File: config.mk
export PLATFORM = sky130hd
export DESIGN_NAME = fes_host
export DESIGN_NICKNAME = d
export VERILOG_FILES = /design/src/hw/fes_pkg.sv /design/src/hw/fes_host.sv /design/src/hw/fes_bus_cycle.sv
export VERILOG_INCLUDE_DIRS = /design/src /design/src/hw
export SDC_FILE = /design/constraint.sdc
export NUM_CORES = 1
export LEC_CHECK = 0
export ABC_AREA = 0
export BUFFER_PORTS_ARGS = -buffer_cell sky130_fd_sc_hd__buf_4
export CAP_MARGIN = 20
export CORE_MARGIN = 3
export CORE_UTILIZATION = 35
export DETAILED_ROUTE_END_ITERATION = 8
export MAX_ROUTING_LAYER = met4
export PLACE_DENSITY = 0.52
export SKIP_CTS_REPAIR_TIMING = 1
export SLEW_MARGIN = 10
export SYNTH_ARGS = -nofsm -noshare
export SYNTH_HDL_FRONTEND = slang
export SYNTH_HIERARCHICAL = 1
export SYNTH_SLANG_ARGS = --single-unit
File: constraint.sdc
create_clock -name i_clock -period 4.1 [get_ports i_clock]
set_input_delay 0.41 -clock i_clock [delete_from_list [all_inputs] [get_ports i_clock]]
set_output_delay 0.41 -clock i_clock [all_outputs]
set_load 0.05 [all_outputs]
File: src/hw/fes_defs.svh
// Constants for the erase / suspend command controller: bus command words,
// fixed addresses, status bit positions and timing figures.
// Assumes a word-wide flash bus and the controller clock on FES_CLK_MHZ.
`ifndef FES_DEFS_SVH
`define FES_DEFS_SVH

// ****************************************************
// Clock and conversions
// ****************************************************
`define FES_CLK_MHZ 10
`define FES_NS2CYC(t) ((((t) * `FES_CLK_MHZ) + 999) / 1000)
`define FES_US2CYC(t) ((t) * `FES_CLK_MHZ)

// ****************************************************
// Bus widths
// ****************************************************
`define FES_ADDR_W 24
`define FES_DATA_W 16
`define FES_STATUS_W 8
`define FES_TIMER_W 16
`define FES_BCNT_W 8

// ****************************************************
// Command cycle words
// ****************************************************
`define FES_UNLOCK1_ADDR 24'h000555
`define FES_UNLOCK2_ADDR 24'h0002aa
`define FES_ANY_ADDR 24'h000000
`define FES_UNLOCK1_DATA 16'h00aa
`define FES_UNLOCK2_DATA 16'h0055
`define FES_SETUP_DATA 16'h0080
`define FES_CHIP_ERASE_DATA 16'h0010
`define FES_SUSPEND_DATA 16'h00b0
`define FES_RESUME_DATA 16'h0030
`define FES_SEQ_LAST 3'h5
`define FES_POLL_BIT 7

// ****************************************************
// Timing figures
// ****************************************************
`define FES_T_WP_NS 50
`define FES_T_WPH_NS 30
`define FES_T_ACC_NS 110
`define FES_T_RP_NS 500
`define FES_T_ESUSP_US 20
`define FES_T_PSUSP_US 15
`define FES_T_POLL_US 10
`define FES_SYNC_CYC 2

`endif

File: src/hw/fes_pkg.sv
// Types shared by the erase / suspend command controller.
// Assumes fes_defs.svh is on the include path.
package fes_pkg;

  // ****************************************************
  // User commands and tracked device mode
  // ****************************************************
  typedef enum logic [2:0] {
    FES_CMD_CHIP_ERASE = 3'h0,
    FES_CMD_ERASE_SUSP = 3'h1,
    FES_CMD_ERASE_RES = 3'h2,
    FES_CMD_PROG_SUSP = 3'h3,
    FES_CMD_PROG_RES = 3'h4,
    FES_CMD_STATUS = 3'h5
  } fes_cmd_t;

  typedef enum logic [1:0] {
    FES_MODE_READY = 2'h0,
    FES_MODE_CHIP = 2'h1,
    FES_MODE_ESUSP = 2'h3,
    FES_MODE_PSUSP = 2'h2
  } fes_mode_t;

  // ****************************************************
  // State machines
  // ****************************************************
  typedef enum logic [2:0] {
    FES_IDLE = 3'h0,
    FES_ISSUE = 3'h1,
    FES_WAIT_WR = 3'h3,
    FES_SETTLE = 3'h2,
    FES_POLL = 3'h6,
    FES_POLL_WAIT = 3'h7,
    FES_RESET = 3'h5
  } fes_state_t;

  typedef enum logic [1:0] {
    FES_B_IDLE = 2'h0,
    FES_B_STROBE = 2'h1,
    FES_B_HOLD = 2'h3,
    FES_B_SPARE = 2'h2
  } fes_bus_state_t;

endpackage : fes_pkg

File: src/hw/fes_host.sv
// Host-side controller issuing chip erase, erase and program suspend/resume
// and status reads to a parallel flash over its asynchronous pins.
// Assumes i_sect_erase_busy and i_prog_busy come from same-clock logic.
//
// Behaviour
// - Chip erase is six writes: AA/555, 55/2AA, 80/555, AA/555, 55/2AA, 10/555.
// - Hardware reset aborts erase; host must then reissue the full sequence.
// - Erase suspend is B0 to any address, only during sector erase.
// - Erase resume is 30 to any address; repeats ignored; re-suspend allowed.
// - Program resume leaves program suspend; repeats ignored.
// - Program suspend is B0 to any address.
// - Program resume is 30 to any address.
`timescale 1ns/100ps
`default_nettype none
`include "fes_defs.svh"

module fes_host
  import fes_pkg::*;
#(
  parameter int ADDR_W = `FES_ADDR_W,
  parameter int DATA_W = `FES_DATA_W
) (
  // Clock and reset
  input wire logic i_clock,
  input wire logic i_rst_b,
  // User command port
  input wire logic i_cmd_valid,
  input wire fes_cmd_t i_cmd,
  input wire logic [ADDR_W-1:0] i_addr,
  output logic o_cmd_ready,
  output logic o_cmd_done,
  output logic o_cmd_refused,
  input wire logic i_hw_reset_req,
  // Operations started elsewhere
  input wire logic i_sect_erase_busy,
  input wire logic i_prog_busy,
  // Controller status
  output fes_mode_t o_mode,
  output logic [`FES_STATUS_W-1:0] o_status_byte,
  output logic o_reissue_erase,
  // Flash pins
  output logic [ADDR_W-1:0] o_flash_addr,
  output logic [DATA_W-1:0] o_dq_out,
  output logic o_dq_oe_b,
  input wire logic [DATA_W-1:0] i_dq_in,
  output logic o_we_b,
  output logic o_oe_b,
  output logic o_ce_b,
  output logic o_flash_rst_b
);

  // ****************************************************
  // Timing counts
  // ****************************************************
  localparam logic [`FES_TIMER_W-1:0] ESUSP_CYC = `FES_TIMER_W'(`FES_US2CYC(`FES_T_ESUSP_US));
  localparam logic [`FES_TIMER_W-1:0] PSUSP_CYC = `FES_TIMER_W'(`FES_US2CYC(`FES_T_PSUSP_US));
  localparam logic [`FES_TIMER_W-1:0] POLL_CYC = `FES_TIMER_W'(`FES_US2CYC(`FES_T_POLL_US));
  localparam logic [`FES_TIMER_W-1:0] RP_CYC = `FES_TIMER_W'(`FES_NS2CYC(`FES_T_RP_NS));

  typedef struct packed {
    fes_state_t st;
    fes_cmd_t cmd;
    fes_mode_t mode;
    logic [2:0] step;
    logic [`FES_TIMER_W-1:0] timer;
    logic [ADDR_W-1:0] rd_addr;
    logic esusp_under;
    logic reissue;
    logic done;
    logic refused;
    logic rst_b;
    logic [`FES_STATUS_W-1:0] status;
  } fes_host_regs_t;

  fes_host_regs_t host_reg;
  fes_host_regs_t host_next;

  logic bus_start;
  logic bus_write;
  logic [ADDR_W-1:0] bus_addr;
  logic [DATA_W-1:0] bus_wdata;
  logic bus_done;
  logic [DATA_W-1:0] bus_rdata;
  logic cmd_legal;

  // ****************************************************
  // Command word table
  // ****************************************************
  function automatic logic [ADDR_W+DATA_W-1:0] seq_word(input fes_cmd_t cmd,
                                                       input logic [2:0] step);
    logic [ADDR_W+DATA_W-1:0] w;
    w = {ADDR_W'(`FES_ANY_ADDR), `FES_RESUME_DATA};
    if (cmd == FES_CMD_CHIP_ERASE) begin
      unique case (step)
        3'h0, 3'h3: w = {ADDR_W'(`FES_UNLOCK1_ADDR), `FES_UNLOCK1_DATA};
        3'h1, 3'h4: w = {ADDR_W'(`FES_UNLOCK2_ADDR), `FES_UNLOCK2_DATA};
        3'h2: w = {ADDR_W'(`FES_UNLOCK1_ADDR), `FES_SETUP_DATA};
        default: w = {ADDR_W'(`FES_UNLOCK1_ADDR), `FES_CHIP_ERASE_DATA};
      endcase
    end else if (cmd == FES_CMD_ERASE_SUSP || cmd == FES_CMD_PROG_SUSP) begin
      w = {ADDR_W'(`FES_ANY_ADDR), `FES_SUSPEND_DATA};
    end else begin
      w = {ADDR_W'(`FES_ANY_ADDR), `FES_RESUME_DATA};
    end
    return w;
  endfunction : seq_word

  // ****************************************************
  // Command legality against the tracked mode
  // ****************************************************
  always_comb begin
    cmd_legal = 1'b0;
    unique case (i_cmd)
      FES_CMD_CHIP_ERASE: cmd_legal = (host_reg.mode == FES_MODE_READY) &&
                                      !i_sect_erase_busy && !i_prog_busy;
      FES_CMD_ERASE_SUSP: cmd_legal = (host_reg.mode == FES_MODE_READY) &&
                                      i_sect_erase_busy;
      FES_CMD_ERASE_RES: cmd_legal = (host_reg.mode == FES_MODE_ESUSP);
      FES_CMD_PROG_SUSP: cmd_legal = i_prog_busy &&
                                     (host_reg.mode != FES_MODE_PSUSP);
      FES_CMD_PROG_RES: cmd_legal = (host_reg.mode == FES_MODE_PSUSP);
      FES_CMD_STATUS: cmd_legal = 1'b1;
      default: cmd_legal = 1'b0;
    endcase
  end

  // No command is taken while a chip erase runs
  assign o_cmd_ready = (host_reg.st == FES_IDLE) && !i_hw_reset_req;

  // ****************************************************
  // Sequencer
  // ****************************************************
  always_comb begin
    host_next = host_reg;
    host_next.done = 1'b0;
    host_next.refused = 1'b0;
    bus_start = 1'b0;
    bus_write = 1'b1;
    {bus_addr, bus_wdata} = seq_word(host_reg.cmd, host_reg.step);
    unique case (host_reg.st)
      FES_IDLE: begin
        if (i_hw_reset_req) begin
          host_next.st = FES_RESET;
          host_next.timer = RP_CYC;
          host_next.rst_b = 1'b0;
        end else if (i_cmd_valid && !cmd_legal) begin
          host_next.refused = 1'b1;
        end else if (i_cmd_valid) begin
          host_next.cmd = i_cmd;
          host_next.rd_addr = i_addr;
          host_next.step = (i_cmd == FES_CMD_CHIP_ERASE) ? 3'h0 : `FES_SEQ_LAST;
          host_next.st = (i_cmd == FES_CMD_STATUS) ? FES_POLL : FES_ISSUE;
          if (i_cmd == FES_CMD_CHIP_ERASE) begin
            host_next.reissue = 1'b0;
          end
        end
      end
      FES_ISSUE: begin
        bus_start = 1'b1;
        host_next.st = FES_WAIT_WR;
      end
      FES_WAIT_WR: begin
        if (bus_done && host_reg.step != `FES_SEQ_LAST) begin
          host_next.step = host_reg.step + 3'h1;
          host_next.st = FES_ISSUE;
        end else if (bus_done) begin
          host_next.st = FES_SETTLE;
          unique case (host_reg.cmd)
            FES_CMD_CHIP_ERASE: begin
              host_next.mode = FES_MODE_CHIP;
              host_next.timer = POLL_CYC;
            end
            FES_CMD_ERASE_SUSP: host_next.timer = ESUSP_CYC;
            FES_CMD_PROG_SUSP: begin
              host_next.timer = PSUSP_CYC;
              host_next.esusp_under = (host_reg.mode == FES_MODE_ESUSP);
            end
            FES_CMD_PROG_RES: begin
              // Program resumes; an erase suspended beneath it stays so
              host_next.mode = host_reg.esusp_under ? FES_MODE_ESUSP :
                               FES_MODE_READY;
              host_next.st = FES_IDLE;
              host_next.done = 1'b1;
            end
            default: begin
              host_next.mode = FES_MODE_READY;
              host_next.st = FES_IDLE;
              host_next.done = 1'b1;
            end
          endcase
        end
      end
      FES_SETTLE: begin
        host_next.timer = host_reg.timer - 1'b1;
        if (i_hw_reset_req && host_reg.mode == FES_MODE_CHIP) begin
          // Erase dies with the reset pulse; flag the erase as lost
          host_next.st = FES_RESET;
          host_next.timer = RP_CYC;
          host_next.rst_b = 1'b0;
          host_next.reissue = 1'b1;
          host_next.mode = FES_MODE_READY;
        end else if (host_reg.timer <= `FES_TIMER_W'(1)) begin
          host_next.st = FES_POLL;
        end
      end
      FES_POLL: begin
        bus_start = 1'b1;
        bus_write = 1'b0;
        bus_addr = host_reg.rd_addr;
        host_next.st = FES_POLL_WAIT;
      end
      FES_POLL_WAIT: begin
        if (bus_done) begin
          host_next.status = bus_rdata[`FES_STATUS_W-1:0];
          host_next.st = FES_IDLE;
          host_next.done = 1'b1;
          unique case (host_reg.cmd)
            FES_CMD_CHIP_ERASE: begin
              if (bus_rdata[`FES_POLL_BIT]) begin
                host_next.mode = FES_MODE_READY;
              end else begin
                host_next.st = FES_SETTLE;
                host_next.timer = POLL_CYC;
                host_next.done = 1'b0;
              end
            end
            FES_CMD_ERASE_SUSP: host_next.mode = FES_MODE_ESUSP;
            FES_CMD_PROG_SUSP: host_next.mode = FES_MODE_PSUSP;
            default: host_next.mode = host_reg.mode;
          endcase
        end
      end
      FES_RESET: begin
        host_next.timer = host_reg.timer - 1'b1;
        if (host_reg.timer <= `FES_TIMER_W'(1)) begin
          host_next.rst_b = 1'b1;
          host_next.mode = FES_MODE_READY;
          host_next.esusp_under = 1'b0;
          host_next.st = FES_IDLE;
        end
      end
      default: begin
        host_next.st = FES_IDLE;
      end
    endcase
  end

  always_ff @(posedge i_clock or negedge i_rst_b) begin
    if (!i_rst_b) begin
      host_reg <= '{st: FES_IDLE, cmd: FES_CMD_STATUS, mode: FES_MODE_READY,
                    rst_b: 1'b1, default: '0};
    end else begin
      host_reg <= host_next;
    end
  end

  // ****************************************************
  // Bus cycle engine
  // ****************************************************
  fes_bus_cycle #(
    .ADDR_W(ADDR_W),
    .DATA_W(DATA_W)
  ) u_bus (
    .i_clock(i_clock),
    .i_rst_b(i_rst_b),
    .i_start(bus_start),
    .i_write(bus_write),
    .i_addr(bus_addr),
    .i_wdata(bus_wdata),
    .o_busy(),
    .o_done(bus_done),
    .o_rdata(bus_rdata),
    .o_flash_addr(o_flash_addr),
    .o_dq_out(o_dq_out),
    .o_dq_oe_b(o_dq_oe_b),
    .i_dq_in(i_dq_in),
    .o_we_b(o_we_b),
    .o_oe_b(o_oe_b),
    .o_ce_b(o_ce_b)
  );

  assign o_cmd_done = host_reg.done;
  assign o_cmd_refused = host_reg.refused;
  assign o_mode = host_reg.mode;
  assign o_status_byte = host_reg.status;
  assign o_reissue_erase = host_reg.reissue;
  assign o_flash_rst_b = host_reg.rst_b;

endmodule : fes_host

`default_nettype wire

File: src/hw/fes_bus_cycle.sv
// One asynchronous flash bus cycle, write or read, timed in clock cycles.
// Assumes the caller starts a cycle only while o_busy is low.
`timescale 1ns/100ps
`default_nettype none
`include "fes_defs.svh"

module fes_bus_cycle
  import fes_pkg::*;
#(
  parameter int ADDR_W = `FES_ADDR_W,
  parameter int DATA_W = `FES_DATA_W
) (
  // Clock and reset
  input wire logic i_clock,
  input wire logic i_rst_b,
  // Cycle request
  input wire logic i_start,
  input wire logic i_write,
  input wire logic [ADDR_W-1:0] i_addr,
  input wire logic [DATA_W-1:0] i_wdata,
  output logic o_busy,
  output logic o_done,
  output logic [DATA_W-1:0] o_rdata,
  // Flash pins
  output logic [ADDR_W-1:0] o_flash_addr,
  output logic [DATA_W-1:0] o_dq_out,
  output logic o_dq_oe_b,
  input wire logic [DATA_W-1:0] i_dq_in,
  output logic o_we_b,
  output logic o_oe_b,
  output logic o_ce_b
);

  // ****************************************************
  // Timing counts
  // ****************************************************
  localparam logic [`FES_BCNT_W-1:0] WP_CYC = `FES_BCNT_W'(`FES_NS2CYC(`FES_T_WP_NS));
  localparam logic [`FES_BCNT_W-1:0] WPH_CYC = `FES_BCNT_W'(`FES_NS2CYC(`FES_T_WPH_NS));
  // Sync delay added so the sampled word really is the pin level
  localparam logic [`FES_BCNT_W-1:0] ACC_CYC =
    `FES_BCNT_W'(`FES_NS2CYC(`FES_T_ACC_NS) + `FES_SYNC_CYC);

  typedef struct packed {
    fes_bus_state_t st;
    logic [`FES_BCNT_W-1:0] cnt;
    logic wr;
    logic [ADDR_W-1:0] addr;
    logic [DATA_W-1:0] wdata;
    logic [DATA_W-1:0] rdata;
    logic [DATA_W-1:0] dq_s1;
    logic [DATA_W-1:0] dq_s2;
    logic we_b;
    logic oe_b;
    logic ce_b;
    logic dq_oe_b;
    logic done;
  } fes_bus_regs_t;

  fes_bus_regs_t bus_reg;
  fes_bus_regs_t bus_next;

  // ****************************************************
  // Next state
  // ****************************************************
  always_comb begin
    bus_next = bus_reg;
    bus_next.done = 1'b0;
    bus_next.dq_s1 = i_dq_in;
    bus_next.dq_s2 = bus_reg.dq_s1;
    unique case (bus_reg.st)
      FES_B_IDLE: begin
        if (i_start) begin
          bus_next.st = FES_B_STROBE;
          bus_next.wr = i_write;
          bus_next.addr = i_addr;
          bus_next.wdata = i_wdata;
          bus_next.ce_b = 1'b0;
          bus_next.dq_oe_b = ~i_write;
          bus_next.we_b = ~i_write;
          bus_next.oe_b = i_write;
          bus_next.cnt = i_write ? WP_CYC : ACC_CYC;
        end
      end
      FES_B_STROBE: begin
        bus_next.cnt = bus_reg.cnt - 1'b1;
        if (bus_reg.cnt <= `FES_BCNT_W'(1)) begin
          // Data still driven on the rising write strobe
          bus_next.st = FES_B_HOLD;
          bus_next.we_b = 1'b1;
          bus_next.oe_b = 1'b1;
          bus_next.cnt = WPH_CYC;
          if (!bus_reg.wr) begin
            bus_next.rdata = bus_reg.dq_s2;
          end
        end
      end
      FES_B_HOLD: begin
        bus_next.cnt = bus_reg.cnt - 1'b1;
        if (bus_reg.cnt <= `FES_BCNT_W'(1)) begin
          bus_next.st = FES_B_IDLE;
          bus_next.ce_b = 1'b1;
          bus_next.dq_oe_b = 1'b1;
          bus_next.done = 1'b1;
        end
      end
      default: begin
        bus_next.st = FES_B_IDLE;
      end
    endcase
  end

  always_ff @(posedge i_clock or negedge i_rst_b) begin
    if (!i_rst_b) begin
      bus_reg <= '{st: FES_B_IDLE, we_b: 1'b1, oe_b: 1'b1, ce_b: 1'b1,
                   dq_oe_b: 1'b1, default: '0};
    end else begin
      bus_reg <= bus_next;
    end
  end

  assign o_busy = (bus_reg.st != FES_B_IDLE);
  assign o_done = bus_reg.done;
  assign o_rdata = bus_reg.rdata;
  assign o_flash_addr = bus_reg.addr;
  assign o_dq_out = bus_reg.wdata;
  assign o_dq_oe_b = bus_reg.dq_oe_b;
  assign o_we_b = bus_reg.we_b;
  assign o_oe_b = bus_reg.oe_b;
  assign o_ce_b = bus_reg.ce_b;

endmodule : fes_bus_cycle

`default_nettype wire

==> metrics.cfg <==
[run_status]
outcome = finished clean

[placed_design]
port_buffers = 99
dp_hpwl_mm = 11.4
gp_congestion = 0.853
dpl_cell_area_mm2 = 0.00791
dp.cells = 1042

[clocking]
clockBufferDepth = 2
cts.sink_count = 144
insertion_delay_ps = 410
cts_tree = yes
clk_pin_slew_ps = 60
cts_root_buffer = clkbuf_16
cts_htree_levels = 4
cts_buffers = 17

[worst_setup_path]
r2r_cells = 9
worstPathMaxFanout = 41
critPathCaptureType = register
startpoint_type = register
timing.rr.start = host_reg[61]
path_class = reg2reg
r2r_setup_slack_ps = 940
worstPathRequired_ps = 4400
rr_endpoint = u_bus/o_flash_addr[4]
critPathArrivalTime_ps = 3460

[routing]
wl_per_cell_um = 15.5
first_iter_violations = 310
dr.pass1.iters = 5
ant_nets = 0
drc = 0
via_count = 5357
via_per_inst = 5.00
finalWirelength_mm = 16.6

[floorplan]
core_mm2 = 0.0204
die-area_mm2 = 0.0227
die_x_um = 151
initial_core_util_pct = 35.9
row_count = 52
fp.dieH_um = 151
io_pins = 108

[min_path]
min_path_type = in2async

[sta]
clock_skew_ps = 4.91
relSlewSlack_pct = 41.3
setup_viol = 0
whs_ps = 60.1
post-route-min-period_ps = 3160
tns_ps = 0
fmax_mhz = 316
hold_viol = 0
min_period_over_period_pct = 77.1
rsz0062_at_grt = false
maxSlewViolCount = 0
worstMarginPinSlew_ps = 874

[layout]
final_core_util_pct = 41.5
fin_cells = 1072
area_delta_synth_final_pct = 15.9
stdcell_area_mm2 = 0.00849
largest_register_ffs = 50
drive_above_1_share_pct = 26.9
nets = 849
nFillCells = 2002
seqCellArea_mm2 = 0.00361
diodes = 0
multi_input_area_mm2 = 0.00308

[logic_synthesis]
syn_avg_cell_area_um2 = 9.78
netlist_instances = 749
synth_area_mm2 = 0.00732
yosysWarnings = 6

[global_route]
grt_pass1_vias = 5320
grt_overflow = 0
antenna_found_initial = 0
grt_pass1_wl_mm = 27.3
grt_max_degree = 88
grt_usage_pct = 15.5

[pwr]
p_leak_uw = 0.00422
p_per_area_mw_per_mm2 = 871
peakVddDrop_uv = 311

[flow_run]
maxCapViolations = 0

-- worst max-delay path by stage --
| stage | start | to | cells past startpoint |
|---|---|---|---|
| floorplan | host_reg[62] | host_reg[31] | 5 |
| global placement | host_reg[61] | u_bus/o_flash_addr[6] | 9 |
| detailed placement | host_reg[61] | u_bus/o_flash_addr[4] | 9 |
| CTS | host_reg[61] | u_bus/o_flash_addr[4] | 9 |
| global route | host_reg[61] | u_bus/o_flash_addr[8] | 9 |
| finish | host_reg[61] | u_bus/o_flash_addr[4] | 9 |
-- per-stage QoR --
stage          setup slack, ps  power (uW)
2_1_floorplan             1600        5240
5_1_grt                    603        7930
6_report                   939        7390
4_1_cts                    930        7460
3_3_place_gp              1050        5790
3_5_place_dp               947        5890
-- report_power, final --
| group | switching [uW] | internal, uW | leakage (uW) | total, uW |
|---|---|---|---|---|
| Clock | 583 | 934 | 0.000284 | 1520 |
| Combinational | 2180 | 1250 | 0.00210 | 3430 |
| Sequential | 479 | 1960 | 0.00183 | 2440 |
-- area by class of cell --
type / instances / area share, %
Clock buffer: 20 / 5.50
Inverter: 16 / 0.708
Clock inverter: 10 / 1.33
Tap cell: 270 / 3.98
Multi-Input combinational cell: 504 / 36.3
Timing Repair Buffer: 108 / 9.60
Sequential cell: 144 / 42.6
-- critical path, stage by stage (launching register included) --
cell	delay, ps
dfrtp_1	620
nor2b_1	240
and2_1	460
inv_1	230
o21ai_0	230
nor2b_1	570
nand2b_2	170
buf_4	310
nand2_1	130
nand2_1	70
-- routing by layer --
layer / part of all wire (%) / GRT usage [%]
met1: 47 / 20.9
met2: 47 / 23.6
met3: 4.7 / 3.13
met4: 1.7 / 4.85
met5: 0 / -
-- cell usage in the layout (no fill, tap or decap), types with 3 or more instances in the layout --
| cell | instances |
|---|---|
| nor2_1 | 59 |
| inv_1 | 15 |
| nand3_1 | 7 |
| o21ai_0 | 35 |
| clkinv_2 | 4 |
| and3b_1 | 3 |
| a31oi_1 | 8 |
| clkbuf_16 | 17 |
| buf_4 | 107 |
| mux2_2 | 37 |
| a21oi_1 | 33 |
| o211ai_1 | 3 |
| nor3_1 | 21 |
| xor2_1 | 3 |
| nor2b_1 | 6 |
| and2_1 | 4 |
| dfstp_2 | 7 |
| a31o_2 | 3 |
| o22ai_1 | 5 |
| conb_1 | 8 |
| clkbuf_8 | 3 |
| nand2b_1 | 9 |
| ha_1 | 9 |
| mux2_4 | 7 |
| o31ai_1 | 3 |
| and3_1 | 13 |
| dfrtp_1 | 137 |
| o21a_1 | 4 |
| a211oi_1 | 3 |
| a21o_1 | 16 |
| nand2_1 | 145 |
| o22a_1 | 3 |
(Power assumes the default switching activity.)
